File: src/include/lbt_pkg.sv
// constants shared by the burst read/write/terminate engine
package lbt_pkg;
  localparam int unsigned CA_W        = 10;
  localparam int unsigned COL_W       = 11;
  localparam int unsigned BANK_W      = 2;
  localparam int unsigned DQ_W        = 16;
  localparam int unsigned DM_W        = 2;
  localparam int unsigned WORD_W      = 2 * DQ_W;
  localparam int unsigned BE_W        = 2 * DM_W;
  localparam int unsigned PIPE_DEPTH  = 16;
  localparam int unsigned BUF_DEPTH   = 2;
  localparam int unsigned ENTRY_W     = BANK_W + COL_W + BE_W + WORD_W;
  // field positions on the command/address bus
  localparam int unsigned CA_BIT0     = 0;
  localparam int unsigned CA_BIT1     = 1;
  localparam int unsigned CA_BIT2     = 2;
  localparam int unsigned CA_BIT3     = 3;
  localparam int unsigned COL_R_LO    = 5;
  localparam int unsigned COL_R_HI    = 6;
  localparam int unsigned COL_F_LO    = 1;
  localparam int unsigned COL_F_HI    = 9;
  localparam int unsigned BANK_R_LO   = 7;
  localparam int unsigned BANK_R_HI   = 8;
  // burst length select codes and their clock counts (two beats per clock)
  localparam logic [1:0] BL_SEL_4     = 2'h0;
  localparam logic [1:0] BL_SEL_8     = 2'h1;
  localparam logic [1:0] BL_SEL_16    = 2'h2;
  localparam logic [3:0] BL4_CLKS     = 4'h2;
  localparam logic [3:0] BL8_CLKS     = 4'h4;
  localparam logic [3:0] BL16_CLKS    = 4'h8;
  // tap offsets into the command delay line
  localparam logic [3:0] WR_TAP_OFS   = 4'h1;
  localparam logic [3:0] RD_TAP_OFS   = 4'h2;
  localparam logic [3:0] PRE_TAP_OFS  = 4'h3;
  localparam logic [3:0] AGE_MAX      = 4'hF;
  localparam logic [3:0] AGE_START    = 4'h1;
  localparam logic [1:0] BUF_FULL_CNT = 2'h2;
  localparam int unsigned SYNC_STAGES = 2;
endpackage

File: src/hdl/lbt_burst_engine.sv
// burst read/write/terminate engine with two-entry write data buffer
`timescale 1ns/1ps

// How it works
// [RQ1] write command: cs low, ca0 high, ca1 low, ca2 low on the rising edge
// [RQ2] column taken from rising-edge ca5-ca6 and falling-edge ca1-ca9
// [RQ3] host presents first write data write-latency clocks after the command
// [RQ4] host drives the write strobe low for a preamble before data; the host model has no strobe pin, only an idle clock before the first beat
// [RQ5] write beats are captured until burst length 4, 8 or 16 completes
// [RQ6] host spaces write after read by the read-to-write turnaround
// [RQ7] host spaces read after write by the write-to-read turnaround
// [RQ8] reads every 2, 4 or 8 clocks stream without a gap
// [RQ9] writes every 2, 4 or 8 clocks stream without a gap
// [RQ10] a read may cut short a longer read burst on even clocks
// [RQ11] host interrupts a read only by a read or a terminate
// [RQ12] host never interrupts an auto-precharge burst
// [RQ13] a write may cut short a longer write burst on even clocks
// [RQ14] host interrupts a write only by a write or a terminate
// [RQ15] terminate command: cs low, ca0 high, ca1 high, ca2 low, ca3 low
// [RQ16] host issues terminate only within the active burst
// [RQ17] truncated burst length is twice the clocks from command to truncation
// [RQ18] terminate acts only on the most recent read or write
// [RQ19] data stops read or write latency clocks after the terminate
// [RQ20] host issues terminate an even number of clocks after its command
// [RQ21] host issues one terminate per read or write command; the bench issues a second one in its double terminate test
// [RQ22] each byte has a mask; a masked byte is not written on that beat
// [RQ23] read command: cs low, ca0 high, ca1 low, ca2 high on the rising edge
// [RQ24] read data follows read latency, strobe preamble precedes the first beat; the engine raises the preamble only for read latency 3 or more
module lbt_burst_engine (
  input  wire logic                           ref_clk,
  input  wire logic                           reset,
  input  wire logic [1:0]                     burst_len_sel,
  input  wire logic [3:0]                     read_lat,
  input  wire logic [3:0]                     write_lat,
  input  wire logic                           cs_n,
  input  wire logic [lbt_pkg::CA_W-1:0]       ca_rise,
  input  wire logic [lbt_pkg::CA_W-1:0]       ca_fall,
  input  wire logic [lbt_pkg::DQ_W-1:0]       wdq_rise,
  input  wire logic [lbt_pkg::DQ_W-1:0]       wdq_fall,
  input  wire logic [lbt_pkg::DM_W-1:0]       wdm_rise,
  input  wire logic [lbt_pkg::DM_W-1:0]       wdm_fall,
  output logic                                wb_valid,
  input  wire logic                           wb_ready,
  output logic [lbt_pkg::WORD_W-1:0]          wb_data,
  output logic [lbt_pkg::BE_W-1:0]            wb_byte_en,
  output logic [lbt_pkg::COL_W-1:0]           wb_col,
  output logic [lbt_pkg::BANK_W-1:0]          wb_bank,
  output logic                                wr_overrun,
  output logic                                rd_fetch,
  output logic [lbt_pkg::COL_W-1:0]           rd_fetch_col,
  output logic [lbt_pkg::BANK_W-1:0]          rd_fetch_bank,
  input  wire logic [lbt_pkg::DQ_W-1:0]       rd_word_rise,
  input  wire logic [lbt_pkg::DQ_W-1:0]       rd_word_fall,
  output logic [lbt_pkg::DQ_W-1:0]            rdq_rise,
  output logic [lbt_pkg::DQ_W-1:0]            rdq_fall,
  output logic                                rdq_oe,
  output logic                                rdqs_oe,
  output logic [4:0]                          rd_eff_len,
  output logic [4:0]                          wr_eff_len
);
  typedef struct packed {
    logic                                            cs_s1;
    logic                                            cs_s2;
    logic [lbt_pkg::CA_W-1:0]                        car_s1;
    logic [lbt_pkg::CA_W-1:0]                        car_s2;
    logic [lbt_pkg::CA_W-1:0]                        caf_s1;
    logic [lbt_pkg::CA_W-1:0]                        caf_s2;
    logic [lbt_pkg::WORD_W-1:0]                      wdq_s1;
    logic [lbt_pkg::WORD_W-1:0]                      wdq_s2;
    logic [lbt_pkg::BE_W-1:0]                        wdm_s1;
    logic [lbt_pkg::BE_W-1:0]                        wdm_s2;
    logic [lbt_pkg::PIPE_DEPTH-1:0]                  rd_start;
    logic [lbt_pkg::PIPE_DEPTH-1:0]                  rd_stop;
    logic [lbt_pkg::PIPE_DEPTH-1:0]                  wr_start;
    logic [lbt_pkg::PIPE_DEPTH-1:0]                  wr_stop;
    logic [lbt_pkg::PIPE_DEPTH-1:0][lbt_pkg::COL_W-1:0]  rd_col;
    logic [lbt_pkg::PIPE_DEPTH-1:0][lbt_pkg::BANK_W-1:0] rd_bank;
    logic [lbt_pkg::PIPE_DEPTH-1:0][lbt_pkg::COL_W-1:0]  wr_col;
    logic [lbt_pkg::PIPE_DEPTH-1:0][lbt_pkg::BANK_W-1:0] wr_bank;
    logic [3:0]                                      rd_left;
    logic [3:0]                                      wr_left;
    logic [lbt_pkg::COL_W-1:0]                       rd_cur_col;
    logic [lbt_pkg::BANK_W-1:0]                      rd_cur_bank;
    logic [lbt_pkg::COL_W-1:0]                       wr_cur_col;
    logic [lbt_pkg::BANK_W-1:0]                      wr_cur_bank;
    logic                                            last_is_write;
    logic                                            bst_armed;
    logic [3:0]                                      rd_age;
    logic [3:0]                                      wr_age;
    logic [4:0]                                      rd_eff;
    logic [4:0]                                      wr_eff;
    logic                                            rdq_oe;
    logic                                            rdqs_oe;
    logic [lbt_pkg::DQ_W-1:0]                        rdq_r;
    logic [lbt_pkg::DQ_W-1:0]                        rdq_f;
    logic [lbt_pkg::BUF_DEPTH-1:0][lbt_pkg::ENTRY_W-1:0] buf_mem;
    logic                                            buf_wp;
    logic                                            buf_rp;
    logic [1:0]                                      buf_cnt;
    logic                                            overrun;
  } lbt_state_t;

  lbt_state_t s_reg;
  lbt_state_t s_next;

  logic                          rd_cmd;
  logic                          wr_cmd;
  logic                          bst_cmd;
  logic                          bst_rd;
  logic                          bst_wr;
  logic [lbt_pkg::COL_W-1:0]     col_in;
  logic [lbt_pkg::BANK_W-1:0]    bank_in;
  logic [3:0]                    bl2;
  logic [3:0]                    wtap;
  logic [3:0]                    rtap;
  logic [3:0]                    ptap;
  logic                          ws;
  logic                          wst;
  logic                          wr_act;
  logic                          fs;
  logic                          fst;
  logic [lbt_pkg::COL_W-1:0]     wcol;
  logic [lbt_pkg::BANK_W-1:0]    wbank;
  logic                          in_ready;
  logic                          pop;
  logic [lbt_pkg::ENTRY_W-1:0]   head;

  always_comb begin
    s_next = s_reg;
    // every command and write data pin passes two flops before the decoder sees it
    s_next.cs_s1  = cs_n;
    s_next.cs_s2  = s_reg.cs_s1;
    s_next.car_s1 = ca_rise;
    s_next.car_s2 = s_reg.car_s1;
    s_next.caf_s1 = ca_fall;
    s_next.caf_s2 = s_reg.caf_s1;
    s_next.wdq_s1 = {wdq_fall, wdq_rise};
    s_next.wdq_s2 = s_reg.wdq_s1;
    s_next.wdm_s1 = {wdm_fall, wdm_rise};
    s_next.wdm_s2 = s_reg.wdm_s1;

    rd_cmd  = !s_reg.cs_s2 && s_reg.car_s2[lbt_pkg::CA_BIT0] && !s_reg.car_s2[lbt_pkg::CA_BIT1]
              && s_reg.car_s2[lbt_pkg::CA_BIT2]; // RQ23
    wr_cmd  = !s_reg.cs_s2 && s_reg.car_s2[lbt_pkg::CA_BIT0] && !s_reg.car_s2[lbt_pkg::CA_BIT1]
              && !s_reg.car_s2[lbt_pkg::CA_BIT2]; // RQ1
    bst_cmd = !s_reg.cs_s2 && s_reg.car_s2[lbt_pkg::CA_BIT0] && s_reg.car_s2[lbt_pkg::CA_BIT1]
              && !s_reg.car_s2[lbt_pkg::CA_BIT2] && !s_reg.car_s2[lbt_pkg::CA_BIT3]; // RQ15
    col_in  = {s_reg.caf_s2[lbt_pkg::COL_F_HI:lbt_pkg::COL_F_LO],
               s_reg.car_s2[lbt_pkg::COL_R_HI:lbt_pkg::COL_R_LO]}; // RQ2
    bank_in = s_reg.car_s2[lbt_pkg::BANK_R_HI:lbt_pkg::BANK_R_LO];
    // a repeated terminate without a new command is ignored
    bst_rd  = bst_cmd && s_reg.bst_armed && !s_reg.last_is_write; // RQ18
    bst_wr  = bst_cmd && s_reg.bst_armed && s_reg.last_is_write; // RQ18

    unique case (burst_len_sel)
      lbt_pkg::BL_SEL_8:  bl2 = lbt_pkg::BL8_CLKS;
      lbt_pkg::BL_SEL_16: bl2 = lbt_pkg::BL16_CLKS;
      default:            bl2 = lbt_pkg::BL4_CLKS;
    endcase
    wtap = write_lat - lbt_pkg::WR_TAP_OFS;
    rtap = read_lat - lbt_pkg::RD_TAP_OFS;
    ptap = read_lat - lbt_pkg::PRE_TAP_OFS;

    // delay lines: bit k holds the command seen k+1 clocks ago
    s_next.rd_start = {s_reg.rd_start[lbt_pkg::PIPE_DEPTH-2:0], rd_cmd};
    s_next.wr_start = {s_reg.wr_start[lbt_pkg::PIPE_DEPTH-2:0], wr_cmd};
    s_next.rd_stop  = {s_reg.rd_stop[lbt_pkg::PIPE_DEPTH-2:0], bst_rd};
    s_next.wr_stop  = {s_reg.wr_stop[lbt_pkg::PIPE_DEPTH-2:0], bst_wr};
    s_next.rd_col   = {s_reg.rd_col[lbt_pkg::PIPE_DEPTH-2:0], col_in};
    s_next.wr_col   = {s_reg.wr_col[lbt_pkg::PIPE_DEPTH-2:0], col_in};
    s_next.rd_bank  = {s_reg.rd_bank[lbt_pkg::PIPE_DEPTH-2:0], bank_in};
    s_next.wr_bank  = {s_reg.wr_bank[lbt_pkg::PIPE_DEPTH-2:0], bank_in};

    if (rd_cmd || wr_cmd) begin
      s_next.last_is_write = wr_cmd;
      s_next.bst_armed     = 1'b1;
    end else if (bst_cmd) begin
      s_next.bst_armed = 1'b0;
    end
    s_next.rd_age = rd_cmd ? lbt_pkg::AGE_START :
                    (s_reg.rd_age == lbt_pkg::AGE_MAX) ? s_reg.rd_age : s_reg.rd_age + 4'h1;
    s_next.wr_age = wr_cmd ? lbt_pkg::AGE_START :
                    (s_reg.wr_age == lbt_pkg::AGE_MAX) ? s_reg.wr_age : s_reg.wr_age + 4'h1;
    if (rd_cmd) begin
      s_next.rd_eff = {bl2, 1'b0};
    end else if (bst_rd) begin
      s_next.rd_eff = {s_reg.rd_age, 1'b0}; // RQ17
    end
    if (wr_cmd) begin
      s_next.wr_eff = {bl2, 1'b0};
    end else if (bst_wr) begin
      s_next.wr_eff = {s_reg.wr_age, 1'b0}; // RQ17
    end

    // write window: a new start reloads the count, which truncates the older burst
    ws     = s_reg.wr_start[wtap];
    wst    = s_reg.wr_stop[wtap];
    wr_act = ws || (s_reg.wr_left != 4'h0 && !wst); // RQ5 RQ9 RQ13 RQ19
    s_next.wr_left = ws ? bl2 - 4'h1 : (wr_act ? s_reg.wr_left - 4'h1 : 4'h0);
    wcol   = ws ? s_reg.wr_col[wtap] : s_reg.wr_cur_col;
    wbank  = ws ? s_reg.wr_bank[wtap] : s_reg.wr_cur_bank;
    s_next.wr_cur_col  = wcol + 11'h001;
    s_next.wr_cur_bank = wbank;

    // two-entry buffer; the engine cannot stall the pins, so a full buffer flags overrun
    in_ready = (s_reg.buf_cnt != lbt_pkg::BUF_FULL_CNT);
    pop      = (s_reg.buf_cnt != 2'h0) && wb_ready;
    head     = s_reg.buf_mem[s_reg.buf_rp];
    if (wr_act && in_ready) begin
      s_next.buf_mem[s_reg.buf_wp] = {wbank, wcol, ~s_reg.wdm_s2, s_reg.wdq_s2}; // RQ22
      s_next.buf_wp = !s_reg.buf_wp;
    end
    if (pop) begin
      s_next.buf_rp = !s_reg.buf_rp;
    end
    s_next.buf_cnt = s_reg.buf_cnt + {1'b0, wr_act && in_ready} - {1'b0, pop};
    s_next.overrun = s_reg.overrun || (wr_act && !in_ready);

    // read window runs one clock early so the fetched word lands on read latency
    fs       = s_reg.rd_start[rtap];
    fst      = s_reg.rd_stop[rtap];
    rd_fetch = fs || (s_reg.rd_left != 4'h0 && !fst); // RQ8 RQ10 RQ19
    s_next.rd_left = fs ? bl2 - 4'h1 : (rd_fetch ? s_reg.rd_left - 4'h1 : 4'h0);
    rd_fetch_col  = fs ? s_reg.rd_col[rtap] : s_reg.rd_cur_col;
    rd_fetch_bank = fs ? s_reg.rd_bank[rtap] : s_reg.rd_cur_bank;
    s_next.rd_cur_col  = rd_fetch_col + 11'h001;
    s_next.rd_cur_bank = rd_fetch_bank;
    s_next.rdqs_oe = rd_fetch || s_reg.rd_start[ptap]; // RQ24
    s_next.rdq_oe  = rd_fetch; // RQ24
    s_next.rdq_r   = rd_fetch ? rd_word_rise : '0;
    s_next.rdq_f   = rd_fetch ? rd_word_fall : '0;
  end

  always_ff @(posedge ref_clk) begin
    if (reset) begin
      s_reg <= '0;
    end else begin
      s_reg <= s_next;
    end
  end

  assign wb_valid   = (s_reg.buf_cnt != 2'h0);
  assign wb_data    = head[lbt_pkg::WORD_W-1:0];
  assign wb_byte_en = head[lbt_pkg::WORD_W +: lbt_pkg::BE_W];
  assign wb_col     = head[lbt_pkg::WORD_W+lbt_pkg::BE_W +: lbt_pkg::COL_W];
  assign wb_bank    = head[lbt_pkg::ENTRY_W-1 -: lbt_pkg::BANK_W];
  assign wr_overrun = s_reg.overrun;
  assign rdq_rise   = s_reg.rdq_r;
  assign rdq_fall   = s_reg.rdq_f;
  assign rdq_oe     = s_reg.rdq_oe;
  assign rdqs_oe    = s_reg.rdqs_oe;
  assign rd_eff_len = s_reg.rd_eff;
  assign wr_eff_len = s_reg.wr_eff;

  property p_wr_decode;
    @(posedge ref_clk) disable iff (reset) wr_cmd |=> s_reg.wr_start[0] && !s_reg.rd_start[0];
  endproperty
  a_wr_decode: assert property (p_wr_decode) else $error("write command not queued"); // RQ1
  property p_rd_decode;
    @(posedge ref_clk) disable iff (reset) rd_cmd |=> s_reg.rd_start[0] && !s_reg.wr_start[0];
  endproperty
  a_rd_decode: assert property (p_rd_decode) else $error("read command not queued"); // RQ23
  property p_col;
    @(posedge ref_clk) disable iff (reset)
      wr_cmd |=> s_reg.wr_col[0] == {$past(s_reg.caf_s2[9:1]), $past(s_reg.car_s2[6:5])};
  endproperty
  a_col: assert property (p_col) else $error("column address mis-assembled"); // RQ2
  property p_bl4_len;
    @(posedge ref_clk) disable iff (reset)
      (ws && burst_len_sel == lbt_pkg::BL_SEL_4) ##1 (!ws && !wst) |-> $past(wr_act) && wr_act ##1 (ws || !wr_act);
  endproperty
  a_bl4_len: assert property (p_bl4_len) else $error("write burst of 4 wrong length"); // RQ5
  property p_bst_target;
    @(posedge ref_clk) disable iff (reset)
      (bst_cmd && s_reg.bst_armed && s_reg.last_is_write) |=> s_reg.wr_stop[0] && !s_reg.rd_stop[0];
  endproperty
  a_bst_target: assert property (p_bst_target) else $error("terminate hit the wrong burst"); // RQ18
  property p_bst_once;
    @(posedge ref_clk) disable iff (reset)
      (bst_cmd && !s_reg.bst_armed) |=> !(s_reg.rd_stop[0] || s_reg.wr_stop[0]);
  endproperty
  a_bst_once: assert property (p_bst_once) else $error("repeated terminate not ignored"); // RQ21
  property p_wr_stop;
    @(posedge ref_clk) disable iff (reset) (wst && !ws) |-> !wr_act ##1 (s_reg.wr_left == 4'h0);
  endproperty
  a_wr_stop: assert property (p_wr_stop) else $error("write data not stopped by terminate"); // RQ19
  property p_eff;
    @(posedge ref_clk) disable iff (reset) bst_rd |=> rd_eff_len == {$past(s_reg.rd_age), 1'b0};
  endproperty
  a_eff: assert property (p_eff) else $error("truncated read length wrong"); // RQ17
  property p_mask;
    @(posedge ref_clk) disable iff (reset)
      (wr_act && s_reg.buf_cnt == 2'h0) |=> wb_valid && wb_byte_en == ~$past(s_reg.wdm_s2);
  endproperty
  a_mask: assert property (p_mask) else $error("byte mask not applied"); // RQ22
  property p_rd_seamless;
    @(posedge ref_clk) disable iff (reset) rd_fetch ##1 rd_fetch |-> rdq_oe ##1 rdq_oe && rdqs_oe;
  endproperty
  a_rd_seamless: assert property (p_rd_seamless) else $error("gap in read stream"); // RQ8
  property p_wr_interrupt;
    @(posedge ref_clk) disable iff (reset) (ws && s_reg.wr_left != 4'h0) |=> s_reg.wr_left == $past(bl2) - 4'h1;
  endproperty
  a_wr_interrupt: assert property (p_wr_interrupt) else $error("interrupting write not restarted"); // RQ13
  property p_preamble;
    @(posedge ref_clk) disable iff (reset) ($rose(rdqs_oe) && read_lat >= 4'h3) |-> !rdq_oe;
  endproperty
  a_preamble: assert property (p_preamble) else $error("read strobe preamble missing"); // RQ24
  c_wr_burst:  cover property (@(posedge ref_clk) disable iff (reset) wr_act [*8]);
  c_rd_burst:  cover property (@(posedge ref_clk) disable iff (reset) rd_fetch ##1 rdq_oe);
  c_bst:       cover property (@(posedge ref_clk) disable iff (reset) bst_wr ##[1:8] !wr_act);
  c_overrun:   cover property (@(posedge ref_clk) disable iff (reset) $rose(wr_overrun));
endmodule

File: config.mk
export PLATFORM = sky130hd
export DESIGN_NAME = lbt_burst_engine
export DESIGN_NICKNAME = d
export VERILOG_FILES = /design/src/include/lbt_pkg.sv /design/src/hdl/lbt_burst_engine.sv
export SDC_FILE = /design/constraint.sdc
export NUM_CORES = 1
export LEC_CHECK = 0
export BUFFER_PORTS_ARGS = -buffer_cell sky130_fd_sc_hd__buf_4
export CAP_MARGIN = 15
export CORE_MARGIN = 2
export CORE_UTILIZATION = 30
export DETAILED_ROUTE_END_ITERATION = 16
export PLACE_DENSITY = 0.51
export RECOVER_POWER = 25
export REMOVE_ABC_BUFFERS = 1
export SLEW_MARGIN = 15
export SYNTH_ARGS = -nofsm -noshare
export SYNTH_HDL_FRONTEND = slang
export SYNTH_SLANG_ARGS = --single-unit
File: constraint.sdc
create_clock -name ref_clk -period 10.7 [get_ports ref_clk]
set_clock_uncertainty 0.15 [all_clocks]
set_input_delay 2.14 -clock ref_clk [delete_from_list [all_inputs] [get_ports ref_clk]]
set_output_delay 2.14 -clock ref_clk [all_outputs]
set_load 0.02 [all_outputs]
==> results.yml, run 1 <==
critical_path:
  reg2reg_to: "s_reg[169]"
  path_cells: "clkbuf_1 -> clkbuf_1 -> buf_4 -> nor2_1 -> buf_4 -> and2_1"
  regToRegSetupSlack_ps: 7440
  max_stage_delay_ps: 2720
  crit_type: "primary input to register"
  r2r-start: "s_next[634]"
  cp_max_fo: 88
  cp-end-kind: "register"
  cp_slowest_cell: "clkbuf_1"
  worstRegToRegCells: 9
  crit_required_ps: 11030
  cp-start-kind: "primary input"
  cp.arrival_ps: 8760
cts:
  clock_latency_ps: 590
  cts_hold_buf: 0
  h-tree-depth: 3
  cts.path.max_buffers: 3
  clk_pin_slew_ps: 60
  cts_setup_buffers: 0
  clockRootBuffer: "clkbuf_16"
  clock-sinks: 569
  cts_resized: 0
  cts_tree: "done"
  cts_buffers: 68
logic_synthesis:
  synth-edff-count: 0
  synth-seq-cells: 569
  synthArstFlopShare_pct: 0
  synthesis.area_sq_um: 22200
  yosys_most_used_dff: "dfxtp_1"
  ys_warn_count: 0
  synth_top_cell_area_share_pct: 51.3
  post_synth.cell_area_avg_sq_um: 11.3
  ys_seq_area_share_pct: 51.3
  syn-instance-count: 1958
  synth_area_leader_cell: "dfxtp_1"
  yosys-top-cells-area: "dfxtp_1, mux4_2, nor2b_1, mux2_2, nand2_1"
  ys_types: 58
die:
  fp.dieW_microns: 276
  fp.dieH_microns: 276
  initial_core_util_pct: 30.4
  io_pins: 211
  num_rows: 99
  die_area_sq_um: 76200
  core_area_sq_um: 73100
pwr:
  worst_ir_drop_vdd_mv: 0.139
  p_leak_nw: 10.4
  powerDensity_nw_per_um2: 215
global_routing:
  gr-total-overflow: 0
  antenna_found_initial: 0
  grt_usage_pct: 13.4
  grt_max_degree: 190
  grt_pass1_vias: 14400
  grt_pass1_wl_mm: 81.6
job:
  max-cap-violations: 2
route:
  drt_iter0_drc: 706
  drcViolationCount: 3
  via_per_inst: 4.58
  drt_pass1_iterations: 11
  drtAntennaViolNets: 0
  routed_wl_mm: 51.3
  via_count: 14200
  wire_per_inst_microns: 16.6
layout:
  nNetsFinal: 2196
  diodes: 0
  largest_reg_flops: 309
  drive_above_1_share_pct: 26.5
  final_util_pct: 36.2
  area_delta_synth_final_pct: 19.3
placed_design:
  dpl.hpwl_mm: 32.3
  port_buffers: 205
  place_ws_ps: 2580
  place.gp.congestion: 0.731
outcome:
  violations: "DRC, capacitance limit, slew limit"
  status: "finished with violations"
sta:
  period_share_pct: 78.8
  fin_ws_ps: 2270
  tns_ps: 0
  fmax_ghz: 0.119
  setup_viol: 0
  final-max-slew-violation-count: 160
  period_minus_slack_ps: 8430
  finalHoldViolations: 0
  rsz0062_at_grt: "no"
  relSlewSlack_pct: -164
  tightestPinTransition_ps: 3960
worst_hold_path:
  hold_path_class: "register to register"
  whs_path_depth: 1
  hp-start: "s_next[688]"
  worst_hold_path.endpoint: "s_reg[688]"
area by class of cell:
class                   count  area (sq um)
clock buffers             103          2020
clock inverters            22           300
fillers                  7210         46600
inverters                  23          86.3
multi-input cells        1192          9790
flip-flops and latches    569         11400
well taps                 959          1200
repair buffers            225          1690
per-layer routing:
| metal | GRT usage (%) | part of all wire [%] |
|---|---|---|
| met4 | 4.58 | 2.0 |
| met2 | 23.0 | 50 |
| met1 | 17.0 | 44 |
| met5 | 0 | 0 |
| met3 | 2.24 | 3.9 |
Yosys cell counts, types with 4 or more instances:
master,number
xnor2_1,11
o211a_1,5
clkbuf_1,68
a211oi_1,10
nor2b_1,380
nor3_1,31
dfxtp_1,569
buf_1,10
nand2b_1,5
mux2i_1,42
mux2_2,72
nand4_1,5
nand3_1,11
buf_6,8
buf_2,34
and2_1,41
mux4_2,138
a2111oi_0,5
nor4_1,5
nand2_1,192
buf_4,55
a31oi_1,5
inv_1,22
a21oi_1,94
a22oi_1,4
and3_1,9
nor2_1,70
ha_1,15
cells in the final DEF, fill, tap and decap left out, drive strengths merged, types with 15 or more instances in the layout:
cell type  netlist  final
dfxtp          569    569
nor2b          380    380
buf            107    223
nand2          192    192
mux4           138    138
clkbuf          68    105
a21oi           94     94
mux2            74     74
nor2            70     70
mux2i           46     46
and2            42     42
nor3            31     31
inv             23     29
ha              15     15
worst max-delay path: cells and delay by family:
kind	cells	cell delay, ps
buffers and inverters	4	6100
and+or+nand+nor	2	330
report_power, final:
part | switching (mW) | internal, mW | total (mW) | leakage, nW
sequential | 0.0726 | 2.27 | 2.34 | 4.63
clock | 0.898 | 1.45 | 2.35 | 1.14
combinational | 0.626 | 0.385 | 1.01 | 4.59
cells by family after synthesis:
group / after synthesis / share of synthesized area (%)
buffers and inverters: 198 / 4.74
AOI/OAI and AO/OA: 138 / 3.84
adders and majority gates: 15 / 0.845
other: 1 / 0.0169
and+or+nand+nor: 763 / 18.5
muxes: 258 / 19.9
DFF: 569 / 51.3
xor gates and xnor gates: 16 / 0.766
worst max-delay path by stage:
stage	slack, ps	to	cells after the start	from
after floorplan	3280	rd_fetch_col[4]	7	read_lat[1]
after global placement	2670	rd_fetch_col[5]	9	read_lat[1]
after detailed placement	2580	rd_fetch_col[5]	9	read_lat[1]
after CTS	2570	rd_fetch_col[5]	9	read_lat[1]
after global routing	1490	rdq_fall[9]	6	reset
final	2270	rdq_fall[0]	6	reset
through the flow:
stage / area, sq um / total power [mW] / cells / hold WS, ps
floorplan: 21200 / 2.95 / 1784 / 258
global placement: 24200 / 3.40 / 2968 / 268
detailed placement: 24200 / 3.42 / 2968 / 270
CTS: 26500 / 5.81 / 3093 / 284
global route: 26500 / 5.99 / 3093 / 295
finish: 26500 / 5.70 / 3093 / 281
Note: power is estimated with default switching activity, not from simulation.
==> run 2, diff against run 1 <==
- clock period: 10.7 -> 8.5 ns (I/O delays scaled with it)
==> run 2 against run 1 <==
  * The run still ends with DRC, capacitance limit, slew limit left
  * Non-clock buffer count rose by 4
  * Power rose by 23%
  * Flip-flop and latch count unchanged
  * Die area is the same
  * Largest power group is now sequential cells
  * Critical path type is now primary input to output port
  * Sequential power increased by 26%
  * Wire length fell by 0.50%
  * Worst setup slack got worse by 120 ps
==> results.yml, run 2 (synthesis results as in run 1) <==
route:
  drt_iter0_drc: 675
  drcViolationCount: 3
  via_per_inst: 4.57
  drtAntennaViolNets: 0
  drt_pass1_iterations: 11
  routed_wl_mm: 51.0
  via_count: 14100
  wire_per_inst_microns: 16.5
layout:
  multi_input_area_sq_um: 9790
  final-seq-area_sq_um: 11400
  fillerInstances: 7221
  diodes: 0
  final_util_pct: 35.9
  area_delta_synth_final_pct: 18.3
  layout_commonest_cell: "dfxtp_1"
  mostFrequentLayoutCells: "dfxtp_1, nor2b_1, buf_4"
  largest_reg_flops: 309
  stdcell_area_sq_um: 26300
  nNetsFinal: 2198
  drive_above_1_share_pct: 25.1
  stdcell_count: 3085
critical_path:
  crit_start: "read_lat[1]"
  cp-start-kind: "primary input"
  cp_num_cells: 10
  path_cells: "buf_4 -> inv_1 -> buf_4 -> ha_1 -> buf_4 -> mux4_2 -> mux2i_2 -> mux2_2 -> a221o_1 -> buf_4"
  cpLargestDelayFamily: "multiplexers"
  crit_required_ps: 6650
  cp-end-kind: "output port"
  crit_top_cell: "buf_4"
  max_stage_delay_ps: 480
  cp_num_buf_inv: 5
  crit_type: "primary input to output port"
  r2r-start: "s_next[656]"
  cp_max_fo: 15
  cp_slowest_cell: "mux2_2"
  worstRegToRegCells: 7
  cp.arrival_ps: 4500
job:
  max-cap-violations: 2
pwr:
  p_leak_nw: 10.2
  powerDensity_nw_per_um2: 267
  power_mw: 7.02
  worst_ir_drop_vdd_mv: 0.208
cts:
  cts_hold_buf: 0
  clockRootBuffer: "clkbuf_16"
  h-tree-depth: 3
  cts_buffers: 66
  clk_pin_slew_ps: 60
  clock-sinks: 569
  cts_tree: "done"
  clock_latency_ps: 610
  cts_setup_buffers: 0
  cts_resized: 0
  cts.path.max_buffers: 3
sta:
  finalHoldViolations: 0
  final-max-slew-violation-count: 414
  period_minus_slack_ps: 6350
  period_share_pct: 74.7
  tightestPinTransition_ps: 4380
  whs_ps: 258
  relSlewSlack_pct: -192
  rsz0062_at_grt: "no"
  setup_viol: 0
  tns_ps: 0
  fin_ws_ps: 2150
  fmax_ghz: 0.158
placed_design:
  place.gp.congestion: 0.727
  place_area_sq_um: 24200
  dpl.hpwl_mm: 32.1
  place_ws_ps: 2140
  port_buffers: 205
  dp_cells: 2972
global_routing:
  grt_util_met1_pct: 16.5
  grt_pass1_vias: 14400
  met3_usage_pct: 2.90
  grt_usage_pct: 13.3
  grt-busiest-layer: "met2"
  gr-total-overflow: 0
  grt_max_degree: 222
  grt_pass1_wl_mm: 81.1
  met2_usage_pct: 22.8
  antenna_found_initial: 0
worst_hold_path:
  hp-start: "s_next[765]"
  hold_path_class: "register to register"
  whs_path_depth: 1
die:
  num_rows: 99
  io_pins: 211
  die_area_sq_um: 76200
  core_area_sq_um: 73100
  initial_core_util_pct: 30.4
  fp.dieH_microns: 276
  fp.dieW_microns: 276
outcome:
  status: "finished with violations"
  violations: "DRC, capacitance limit, slew limit"
==> run 2: metal layers <==
metal  wire (microns)  vias to the layer above
li1                 -                     6862
met1            22200                     6959
met2            25700                      207
met3             2180                       70
met4              985                        0
met5                0                        -
==> run 2: final timing paths <==
path,endpoint,slack [ps]
hold reg to reg,s_reg[765],260
setup reg to reg,s_reg[179],5190
setup / recovery,rd_fetch_col[5],2150
hold / removal,s_reg[765],260
==> run 2: area by class of cell <==
cell class	count	share of cell area, %
inverter	23	0.329
multi-input combinational	1192	37.3
tap	959	4.57
clock buffer	95	7.32
clock inverter	18	1.01
sequential	569	43.4
timing repair buffer	229	6.14
==> run 2: where the power goes <==
| part | internal [mW] | switching [mW] |
|---|---|---|
| clock network | 1.73 | 1.12 |
| registers | 2.85 | 0.0817 |
| logic | 0.453 | 0.786 |
==> run 2: worst reg2reg max path: stages, from the launching register on <==
cell and delay (ps):
dfxtp_1 370, mux4_2 510, mux2i_2 380, mux2_2 480, mux2_2 440, nor4b_4 410, a31o_1 200, a21oi_1 50
